$ cat config.mk
export PLATFORM = sky130hd
export DESIGN_NAME = ssup_dev_flat
export DESIGN_NICKNAME = d
export VERILOG_FILES = /design/src/logic/ssup_pkg.sv /design/src/logic/ssup_if.sv /design/src/logic/ssup_dev.sv /design/src/flat_wrapper.sv
export SDC_FILE = /design/constraint.sdc
export NUM_CORES = 1
export LEC_CHECK = 0
export BUFFER_PORTS_ARGS = -buffer_cell sky130_fd_sc_hd__buf_2
export CORE_ASPECT_RATIO = 1.75
export CORE_MARGIN = 2
export CORE_UTILIZATION = 50
export CTS_BUF_LIST = sky130_fd_sc_hd__clkbuf_8 sky130_fd_sc_hd__clkbuf_16
export CTS_CLUSTER_DIAMETER = 30
export DETAILED_ROUTE_END_ITERATION = 8
export PLACE_DENSITY = 0.67
export SYNTH_ARGS = -nofsm -noshare
export SYNTH_HDL_FRONTEND = slang
export SYNTH_SLANG_ARGS = --single-unit
export TNS_END_PERCENT = 50
$ cat constraint.sdc
create_clock -name ref_clk -period 9.5 [get_ports ref_clk]
set_input_delay 0.475 -clock ref_clk [delete_from_list [all_inputs] [get_ports ref_clk]]
set_output_delay 0.475 -clock ref_clk [all_outputs]
set_load 0.01 [all_outputs]
$ cat src/logic/ssup_pkg.sv
// Shared constants and types for the streaming source user port
package ssup_pkg;
    // Lane and sideband geometry
    localparam int          SSUP_LANES_DEF   = 1;
    localparam int          SSUP_WORD_W      = 64;
    localparam int          SSUP_SB_W        = 8;
    localparam int          SSUP_ERR_W       = 4;
    // Error vector bit positions
    localparam int          SSUP_ERR_OVF     = 0;
    localparam int          SSUP_ERR_SEU_FIX = 1;
    localparam int          SSUP_ERR_SEU_BAD = 2;
    localparam int          SSUP_ERR_GAP     = 3;
    // Device timing in cycles of ref_clk, and FIFO depth in entries
    localparam int          SSUP_RST_SEQ_CYC = 16;
    localparam int          SSUP_INIT_CYC    = 32;
    localparam int          SSUP_BURST_GAP   = 2;
    localparam int          SSUP_FIFO_DEPTH  = 8;
    // Controller register offsets (byte addresses)
    localparam logic [11:0] SSUP_REG_CTRL    = 12'h000;
    localparam logic [11:0] SSUP_REG_LEN     = 12'h004;
    localparam logic [11:0] SSUP_REG_STAT    = 12'h008;
    // Controller field positions and reset values
    localparam int          SSUP_CTRL_GO     = 0;
    localparam int          SSUP_CTRL_CONT   = 1;
    localparam int          SSUP_CTRL_LAST   = 2;
    localparam int          SSUP_LEN_LSB     = 0;
    localparam int          SSUP_UNUSED_LSB  = 16;
    localparam int          SSUP_STAT_ERR    = 4;
    localparam logic [31:0] SSUP_CTRL_RST    = 32'h0000_0000;
    localparam logic [31:0] SSUP_LEN_RST     = 32'h0000_0004;

    // Generator states of the user end
    typedef enum logic [1:0] {SSUP_IDLE, SSUP_RUN, SSUP_DONE} ssup_state_t;
endpackage : ssup_pkg

$ cat src/logic/ssup_if.sv
// Interface joining the streaming source device end and its user end
`timescale 1ns/1ps
interface ssup_if #(parameter int LANES = ssup_pkg::SSUP_LANES_DEF);
    import ssup_pkg::*;
    // Stream from user to device
    logic [SSUP_WORD_W*LANES-1:0] data;
    logic                         valid;
    logic                         burst_first_flag;
    logic                         burst_last_flag;
    logic [SSUP_SB_W-1:0]         sideband;
    logic                         crc_inject;
    // Status from device to user
    logic [SSUP_ERR_W-1:0]        err;
    logic                         link_up;
    logic                         user_rst;

    modport dev (
        input  data, valid, burst_first_flag, burst_last_flag, sideband, crc_inject,
        output err, link_up, user_rst
    );
    modport usr (
        output data, valid, burst_first_flag, burst_last_flag, sideband, crc_inject,
        input  err, link_up, user_rst
    );
endinterface : ssup_if

$ cat src/logic/ssup_dev.sv
// Device end: adaptation FIFO, error vector, reset sequence and link-ready
//
// The APB interface to the registers and the register addresses are this design's own decisions.
`timescale 1ns/1ps
////////////////////////////////////////////////////////////////////////////////
// Overview of operation
// (RQ1) User puts unused lane-word count on sideband
// (RQ2) Single lane: sideband at burst end zero
// (RQ3) Valid marks exactly the payload cycles
// (RQ4) Burst mode: first flag on first word
// (RQ5) Continuous mode: first flag only once
// (RQ6) Burst mode: last flag on final word
// (RQ7) Continuous mode: last flag optional, accepted
// (RQ8) Device drives 4-bit error vector
// (RQ9) Bit 0 flags adaptation FIFO overflow
// (RQ10) Bit 1 flags corrected upset, ECC on
// (RQ11) Bit 2 flags uncorrectable upset, ECC on
// (RQ12) Bit 3 flags burst gap mismatch
// (RQ13) Inject request corrupts CRC when enabled
// (RQ14) Master reset asynchronous, active high
// (RQ15) User reset held until sequence completes
// (RQ16) Link-ready once initialisation finished
// (RQ17) Data is 64 bits per lane
// (RQ18) User idle until link ready
module ssup_dev
    import ssup_pkg::*;
#(
    parameter int LANES     = SSUP_LANES_DEF,
    parameter int DEPTH     = SSUP_FIFO_DEPTH,
    parameter int BURST_GAP = SSUP_BURST_GAP,
    parameter bit ECC_EN    = 1'b1
) (
    // Clock and resets
    input  wire logic                         ref_clk,
    input  wire logic                         rst,
    input  wire logic                         master_rst,
    // Configuration pins
    input  wire logic                         burst_mode,
    input  wire logic                         crc_inj_en,
    // User port
    ssup_if.dev                               up,
    // Link side
    output logic [SSUP_WORD_W*LANES-1:0]      tx_data,
    output logic [SSUP_SB_W-1:0]              tx_sideband,
    output logic                              tx_first,
    output logic                              tx_last,
    output logic                              tx_valid,
    output logic                              tx_crc_corrupt,
    input  wire logic                         tx_ready,
    // Upset injection for the main and the copy storage
    input  wire logic                         seu_flip_main,
    input  wire logic                         seu_flip_copy
);
    localparam int DW = SSUP_WORD_W*LANES + SSUP_SB_W + 2;
    localparam int AW = $clog2(DEPTH);

    ////////////////////////////////////////////////////////////////////////////
    // Reset synchroniser: async assert, clocked release [RQ14]
    logic mrst_meta_q;
    logic mrst_sync_q;
    always_ff @(posedge ref_clk or posedge master_rst) begin
        if (master_rst) begin
            mrst_meta_q <= 1'b1;
            mrst_sync_q <= 1'b1;
        end else begin
            mrst_meta_q <= 1'b0;
            mrst_sync_q <= mrst_meta_q;
        end
    end
    wire core_rst = rst | mrst_sync_q;

    // Pin synchronisers for the injection enable and the mode pin
    logic inj_meta_q;
    logic inj_en_q;
    logic mode_meta_q;
    logic burst_q;
    always_ff @(posedge ref_clk) begin
        inj_meta_q  <= crc_inj_en;
        inj_en_q    <= inj_meta_q;
        mode_meta_q <= burst_mode;
        burst_q     <= mode_meta_q;
    end

    ////////////////////////////////////////////////////////////////////////////
    // Reset sequence then initialisation count
    logic [7:0] seq_q;
    logic       user_rst_q;
    logic       link_up_q;
    wire        seq_end  = (seq_q == 8'(SSUP_RST_SEQ_CYC));
    wire        init_end = (seq_q == 8'(SSUP_RST_SEQ_CYC + SSUP_INIT_CYC));
    always_ff @(posedge ref_clk) begin
        if (core_rst) begin
            seq_q      <= 8'h00;
            user_rst_q <= 1'b1;
            link_up_q  <= 1'b0;
        end else begin
            if (!init_end) seq_q <= seq_q + 8'h01;
            if (seq_end) user_rst_q <= 1'b0;   // [RQ15]
            if (init_end) link_up_q <= 1'b1;   // [RQ16]
        end
    end
    assign up.user_rst = user_rst_q;           // [RQ15]
    assign up.link_up  = link_up_q;

    ////////////////////////////////////////////////////////////////////////////
    // Adaptation FIFO with duplicated storage and per-copy parity
    logic [DW-1:0] mem_main [DEPTH];
    logic [DW-1:0] mem_copy [DEPTH];
    logic [DEPTH-1:0] par_main;
    logic [DEPTH-1:0] par_copy;
    logic [AW:0]   wr_q;
    logic [AW:0]   rd_q;

    // Input is only taken once the link is up; earlier data is dropped [RQ18]
    wire [DW-1:0] wr_word = {up.burst_first_flag, up.burst_last_flag, up.sideband, up.data}; // [RQ17]
    wire fifo_full  = (wr_q[AW] != rd_q[AW]) && (wr_q[AW-1:0] == rd_q[AW-1:0]);
    wire fifo_empty = (wr_q == rd_q);
    wire push       = up.valid && link_up_q && !user_rst_q;  // [RQ3]
    wire do_wr      = push && !fifo_full;
    wire overflow   = push && fifo_full;                     // [RQ9]
    wire do_rd      = !fifo_empty && (!tx_valid || tx_ready);

    // Storage; an upset flips one bit of a chosen copy at the write slot
    always_ff @(posedge ref_clk) begin
        if (do_wr) begin
            mem_main[wr_q[AW-1:0]] <= wr_word ^ {{(DW-1){1'b0}}, seu_flip_main};
            mem_copy[wr_q[AW-1:0]] <= wr_word ^ {{(DW-1){1'b0}}, seu_flip_copy};
            par_main[wr_q[AW-1:0]] <= ^wr_word;
            par_copy[wr_q[AW-1:0]] <= ^wr_word;
        end
    end

    // Pointers
    always_ff @(posedge ref_clk) begin
        if (core_rst) begin
            wr_q <= '0;
            rd_q <= '0;
        end else begin
            if (do_wr) wr_q <= wr_q + (AW+1)'(1);
            if (do_rd) rd_q <= rd_q + (AW+1)'(1);
        end
    end

    // Check the head word; a good copy repairs a bad main copy [RQ10] [RQ11]
    wire [AW-1:0] hd      = rd_q[AW-1:0];
    wire          main_ok = (^mem_main[hd]) == par_main[hd];
    wire          copy_ok = (^mem_copy[hd]) == par_copy[hd];
    wire [DW-1:0] rd_word = (main_ok || !ECC_EN) ? mem_main[hd] : mem_copy[hd];
    wire          seu_fix = ECC_EN && do_rd && !main_ok && copy_ok;
    wire          seu_bad = ECC_EN && do_rd && !main_ok && !copy_ok;

    ////////////////////////////////////////////////////////////////////////////
    // Link-side output register
    always_ff @(posedge ref_clk) begin
        if (core_rst) begin
            tx_valid <= 1'b0;
            tx_data  <= '0;
            tx_sideband <= '0;
            tx_first <= 1'b0;
            tx_last  <= 1'b0;
        end else if (do_rd) begin
            tx_valid    <= 1'b1;
            tx_first    <= rd_word[DW-1];
            tx_last     <= rd_word[DW-2];
            tx_sideband <= rd_word[DW-3 -: SSUP_SB_W];
            tx_data     <= rd_word[SSUP_WORD_W*LANES-1:0];
        end else if (tx_ready) begin
            tx_valid <= 1'b0;
        end
    end

    // CRC corruption follows the request only while injection is enabled
    always_ff @(posedge ref_clk) begin
        if (core_rst) tx_crc_corrupt <= 1'b0;
        else          tx_crc_corrupt <= up.crc_inject && inj_en_q;  // [RQ13]
    end

    ////////////////////////////////////////////////////////////////////////////
    // Burst gap monitor, counting every cycle of ref_clk between bursts.
    // Continuous mode never checks, so a missing or present last is fine.
    logic [15:0] gap_q;
    logic        in_gap_q;
    wire gap_bad = burst_q && in_gap_q && push && up.burst_first_flag
                   && (gap_q != 16'(BURST_GAP));           // [RQ12] [RQ7]
    always_ff @(posedge ref_clk) begin
        if (core_rst) begin
            gap_q    <= 16'h0000;
            in_gap_q <= 1'b0;
        end else if (push && up.burst_last_flag) begin
            gap_q    <= 16'h0000;
            in_gap_q <= burst_q;                            // [RQ7]
        end else if (push && up.burst_first_flag) begin
            in_gap_q <= 1'b0;
        end else if (in_gap_q && gap_q != 16'hFFFF) begin
            gap_q    <= gap_q + 16'h0001;
        end
    end

    ////////////////////////////////////////////////////////////////////////////
    // Error vector: one-cycle pulses, registered [RQ8]
    logic [SSUP_ERR_W-1:0] err_q;
    always_ff @(posedge ref_clk) begin
        if (core_rst) begin
            err_q <= '0;
        end else begin
            err_q[SSUP_ERR_OVF]     <= overflow;   // [RQ9]
            err_q[SSUP_ERR_SEU_FIX] <= seu_fix;    // [RQ10]
            err_q[SSUP_ERR_SEU_BAD] <= seu_bad;    // [RQ11]
            err_q[SSUP_ERR_GAP]     <= gap_bad;    // [RQ12]
        end
    end
    assign up.err = err_q;                         // [RQ8]
endmodule : ssup_dev

$ cat src/flat_wrapper.sv
// flat-port wrapper written by rule: the top's interface ports become plain ports
module ssup_dev_flat import ssup_pkg::*;
#(
    parameter int LANES     = SSUP_LANES_DEF,
    parameter int DEPTH     = SSUP_FIFO_DEPTH,
    parameter int BURST_GAP = SSUP_BURST_GAP,
    parameter bit ECC_EN    = 1'b1
)
  (ref_clk, rst, master_rst, burst_mode, crc_inj_en, tx_data, tx_sideband, tx_first, tx_last, tx_valid, tx_crc_corrupt, tx_ready, seu_flip_main, seu_flip_copy, up_data, up_valid, up_burst_first_flag, up_burst_last_flag, up_sideband, up_crc_inject, up_err, up_link_up, up_user_rst);
  ssup_if #(.LANES(LANES)) up_i ();
  input  wire logic ref_clk;
  input  wire logic rst;
  input  wire logic master_rst;
  input  wire logic burst_mode;
  input  wire logic crc_inj_en;
  output logic [SSUP_WORD_W*LANES-1:0] tx_data;
  output logic [SSUP_SB_W-1:0] tx_sideband;
  output logic tx_first;
  output logic tx_last;
  output logic tx_valid;
  output logic tx_crc_corrupt;
  input  wire logic tx_ready;
  input  wire logic seu_flip_main;
  input  wire logic seu_flip_copy;
  input wire logic [$bits(up_i.data)-1:0] up_data;
  input wire logic [$bits(up_i.valid)-1:0] up_valid;
  input wire logic [$bits(up_i.burst_first_flag)-1:0] up_burst_first_flag;
  input wire logic [$bits(up_i.burst_last_flag)-1:0] up_burst_last_flag;
  input wire logic [$bits(up_i.sideband)-1:0] up_sideband;
  input wire logic [$bits(up_i.crc_inject)-1:0] up_crc_inject;
  output wire logic [$bits(up_i.err)-1:0] up_err;
  output wire logic [$bits(up_i.link_up)-1:0] up_link_up;
  output wire logic [$bits(up_i.user_rst)-1:0] up_user_rst;
  assign up_i.data = up_data;
  assign up_i.valid = up_valid;
  assign up_i.burst_first_flag = up_burst_first_flag;
  assign up_i.burst_last_flag = up_burst_last_flag;
  assign up_i.sideband = up_sideband;
  assign up_i.crc_inject = up_crc_inject;
  assign up_err = up_i.err;
  assign up_link_up = up_i.link_up;
  assign up_user_rst = up_i.user_rst;
  ssup_dev #(.LANES(LANES), .DEPTH(DEPTH), .BURST_GAP(BURST_GAP), .ECC_EN(ECC_EN)) u_core (.ref_clk(ref_clk), .rst(rst), .master_rst(master_rst), .burst_mode(burst_mode), .crc_inj_en(crc_inj_en), .up(up_i), .tx_data(tx_data), .tx_sideband(tx_sideband), .tx_first(tx_first), .tx_last(tx_last), .tx_valid(tx_valid), .tx_crc_corrupt(tx_crc_corrupt), .tx_ready(tx_ready), .seu_flip_main(seu_flip_main), .seu_flip_copy(seu_flip_copy));
endmodule
-- Yosys cells after proc, flatten, opt, wreduce, memory -nomap -nowiden
Memories as Yosys holds them, arrays and structs flattened. A register that Yosys moved wholly into a read port is not among the register bits.
Index checks and enable logic that the tools add are counted.
- input bits: 84
- bits in writable memories: 1184
- memories kept: 2
- flip-flop bits (word level): 137
- output and inout bits: 82
- logic and storage cells: 95
- memory list (name ; words ; bits a word ; rd ports ; clocked after Yosys merged registers in ; wr ports ; RTL line ; source):
    u_core.mem_copy ; 8 ; 74 ; 1 ; 1 ; 1 ; ssup_dev.sv:108 ; logic [DW-1:0] mem_copy [DEPTH];
    u_core.mem_main ; 8 ; 74 ; 1 ; 1 ; 1 ; ssup_dev.sv:107 ; logic [DW-1:0] mem_main [DEPTH];
- muxes and demuxes: 19
- add/sub/neg operators: 4
- magnitude comparators: 3
- bitwise operators: 4
- equality and inequality tests: 9
- reductions and logical operators: 32
- operators with widths (cell ; number):
    $reduce_xor A74 Y1 ; 3
    $xor A74 B1 Y74 ; 2
    $mux W74 ; 1
    $logic_and A1 B1 Y1 ; 18
    $add A16 B1 Y16 const B ; 1
    $bwmux W8 ; 2
    $ne A16 B16 Y1 const B ; 1
    $ne A16 B2 Y1 const B ; 1
    $mux W3 ; 4
    $mux W1 ; 9
    $add A4 B1 Y4 const B ; 2
    $add A8 B1 Y8 const B ; 1
    $eq A8 B5 Y1 const B ; 1
    $eq A8 B6 Y1 const B ; 1
    $lt A3 B4 Y1 const B ; 2
    $bmux W1 S3 ; 2
    $logic_not A1 Y1 ; 6
    $eq A4 B4 Y1 ; 1
    $reduce_bool A2 Y1 ; 2
    $demux W1 S3 ; 1
    $eq A3 B3 Y1 ; 1
    $ge A3 B1 Y1 const B ; 1
    $eq A1 B1 Y1 ; 2
    $reduce_and A2 Y1 ; 1
    other kinds (5) ; 5

-- Depth between registers and ports, before layout
- depth in word-level cells: 6
- mapped depth: 16
- gate-level depth less buffers: 10

-- Least setup slack after synthesis
Ideal clock, no wire load.
- kind: input to register
- start point: input up_valid
- end point: memory u_core.mem_copy[0][0] (netlist bit) (enable)
- library setup time: 0.603 ns
- data arrival time: 6.420 ns
- slack: 2.476 ns
- buffers on the path: 0
- required time: 8.897 ns
- stages on the path: 5
- cells stage by stage: nand2_1 > or2_2 > a21oi_1 > nand2b_1 > nor3_1
- cells in the longest elaborated chain, start to end: 5
- ends and longest elaborated chain (item ; RTL line ; source):
    start: declaration ; flat_wrapper.sv:26 ; input wire logic [$bits(up_i.valid)-1:0] up_valid;
    $logic_and A1 B1 Y1 (2 in a row) ; ssup_dev.sv:118 ; wire push = up.valid && link_up_q && !user_rst_q;
    $logic_and A1 B1 Y1 ; ssup_dev.sv:119 ; wire do_wr = push && !fifo_full;
    $mux W1 ; ssup_dev.sv:125 ; if (do_wr) begin
    $mux W1 (implied by the code) ; ssup_dev.sv:127 ; mem_copy[wr_q[AW-1:0]] <= wr_word ^ {{(DW-1){1'b0}}, seu_flip_copy};
    end: declaration ; ssup_dev.sv:108 ;
No other way between the ends.

==> metrics.txt <==
status=finished clean; nets=around 1900; complex-gate fraction of the synthesized area=under 10%; vias per inst=between 5 and 6; Worst-path clk slew=about 60 ps; Post-Syn Instances=1632; initial drt markers=approximately 1100; area leader, netlist=edfxtp_1; DRT Pass-1 Iters=4; CP Launch Type=flop; Tcrit/Tclk final=between 50% and 60%; setup TNS=0 ps; Remaining DRCs=0; Post-DRT Antenna Nets=0; Mapped Area=0.0294 mm²; CTS max path bufs=3; Syn Area/Cell=approximately 18 µm²; commonest cells after routing, fill and taps aside=edfxtp_1 (608), buf_2 (165), xnor2_1 (136), mux2i_1 (129), dfxtp_1 (119); Rel. slew slack=about 24%; unrepaired setup endpoints after global routing=no; Root Buffer=clkbuf_16; drt total wl=~67000 µm; post-synthesis sequential area ratio=70.6%; asr flop ratio synth=0.273%; Starting Density=between 50% and 60%; hold buffers post-CTS=3; initial antenna violation count=7; clock period minus worst slack=~5300 ps; mux contribution to synthesized area=between 10 and 15%; CP required=just over 10000 ps; Crit. End Element=flop; die height=roughly 320 µm; XOR/XNOR Fraction of Synth Area=slightly below 6%; dominant cells by area after synthesis=edfxtp_1 (62%), dfxtp_1 (8.3%), mux4_2 (8.1%); max-slew violations=0; hold slack final=72.7 ps; Tot GR Track Use=22.1%; worst slew pin tran=1140 ps; power share of the clock group=between 50% and 60%; Sequential Power Share=46.6%; CTS Buf Count=~100; H-tree Lvls=3; met1 WL=roughly 26000 µm; CTS resizes=0; HP Class=input pin to flop; WL/cell=~25 µm; Final Hold Fails=0; simple-gate share of the synthesized area=around 3.5%; largest net degree at the start of global routing=between 100 and 150; number of distinct library cells after synthesis=47; Post-synth EDFFs=608; Final WS setup=4150 ps; Area growth, synth to finish=17.1%; Synth Warn #=0; core area=just under 0.06 mm²; vias in the first global route=between 15000 and 20000; Yosys top cell area share=roughly 62%; crit path DAT=5910 ps; Setup-failing EPs final=0; Place WS=4180 ps; Die ar.=0.0609 mm²; syn nets=around 1700; fraction of layout cells with a size suffix above 1=about a quarter; combinational share of power=3.2%; Std-Cell Rows=between 100 and 150; number of buffers added on ports=between 150 and 200; maximum vdd drop=0.158 mV; clk_skew=around 22 ps; TritonCTS clock tree=built; CP Class=flop to flop; Adder-Cell Fraction of Synth Area=less than 1%; Remaining Overflow, GRT=0; clk_lat worst skew=about 650 ps; Power Dens Cells=about 220 mW/mm²; Top Layer Used=met5; total number of vias=approximately 15000; largest family of logic cells by synthesized area=multiplexers; # fillers=4339; # Post-CTS Setup Buffers=0; total power=around 7.6 mW; sw power=1.67 mW; design internal power=5.88 mW; io pins=about 170; width of the die=187 µm; FMAX=roughly 0.19 GHz; CTS Sinks=between 700 and 800; first-pass GRT wire length=a little under 100000 µm; commonest register cell after synthesis=edfxtp_1; commonest non-fill, non-tap cell in the layout=edfxtp_1; number of synthesized register bits=between 700 and 800; met2 routed WL=roughly 35000 µm; Sw Ratio=22.1%; Max-Cap Viols=0; Leak=approximately 11 nW; GPL Wtd Cong=roughly 0.76; Post-DP HPWL=about 39000 µm; CP max FO=100; met3 wire length=roughly 3800 µm
[routing by layer]
metal | vias up | track usage [%]
met5 | - | 0
met2 | 479 | 38.6
met4 | 6 | 8.73
met1 | 7683 | 27.3
met3 | 117 | 4.14
li1 | 6845 | -
[cells in the mapped netlist (5+ instances only)]
cell type,instances
edfxtp_1,608
xnor2_1,136
mux2i_1,129
dfxtp_1,122
nor2_1,113
mux4_2,106
a211oi_1,67
xor2_1,49
nand2_1,44
clkbuf_1,31
mux4_1,27
a21oi_1,26
buf_4,17
nand3_1,15
buf_6,13
nand2b_1,11
or3_1,10
buf_2,9
o21ai_0,9
inv_1,8
nor2b_1,8
nor3_1,8
buf_1,6
ha_1,6
nand4_1,6
xnor3_1,6
a221oi_1,5
o211ai_1,5
[critical path: stages (launching register included)]
cell      delay (ps)
dfxtp_4          740
buf_12           590
mux4_1           700
xor2_1           190
mux2i_1          200
xnor2_1          190
xnor3_1          450
xnor2_1          340
xnor3_1          500
xnor3_1          470
or3_1            440
a211oi_2         240
[area by class of cell]
type | instances | area (µm²) | area share, %
clock buffers | 103 | 2540 | 7.39
inverters | 8 | 30.0 | 0.0872
repair buffers | 190 | 1050 | 3.04
clock inverters | 82 | 927 | 2.69
flip-flops and latches | 732 | 20800 | 60.3
multi-input cells | 811 | 8140 | 23.6
well taps | 773 | 967 | 2.81
diodes | 4 | 10.0 | 0.0291
[through the flow]
stage	cell area (µm²)	utilization, %	instances
floorplan	29400	-	1632
detailed placement	30900	53.2	2511
global placement	30900	53.2	2511
global route	34400	59.2	2700
CTS	34400	59.2	2699
finish	34400	59.2	2703
[worst paths after layout]
path	start	end	slack, ps	cells after the start
setup / recovery	flop	u_core.up.err[1]	4150	11
hold reg to reg	u_core.inj_meta_q	u_core.inj_en_q	330	0
setup reg to reg	flop	u_core.up.err[1]	4150	11
hold / removal	up_crc_inject	u_core.tx_crc_corrupt	70	2
max in group asynchronous	master_rst	u_core.mrst_meta_q	9080	3
min in group asynchronous	master_rst	u_core.mrst_sync_q	400	3
[state kept, by name (all words and copies together), names as in the netlist, 4 cells and up, named ones only]
register            cells
u_core.gap_q           16
u_core.mem_main        15
u_core.tx_data         64
u_core.rd_q             4
u_core.par_copy         8
u_core.up.err           4
u_core.tx_sideband      8
u_core.wr_q             4
u_core.seq_q            8
u_core.mem_copy       585
[kinds of logic after synthesis]
family	after synthesis
buf+inv	89
mux	263
fa+ha+maj	6
other cells	1
compound gates	119
flops	732
xor+xnor	191
simple gates	231
[power groups by stage]
| stage | logic [mW] | clock network, mW | registers, mW |
|---|---|---|---|
| floorplan | 0.127 | 0 | 3.59 |
| global placement | 0.237 | 0 | 3.58 |
| detailed placement | 0.246 | 0 | 3.59 |
| CTS | 0.248 | 3.85 | 3.52 |
| global route | 0.263 | 3.98 | 3.52 |
| finish | 0.245 | 3.79 | 3.52 |
Note: power is estimated with default switching activity, not from simulation.
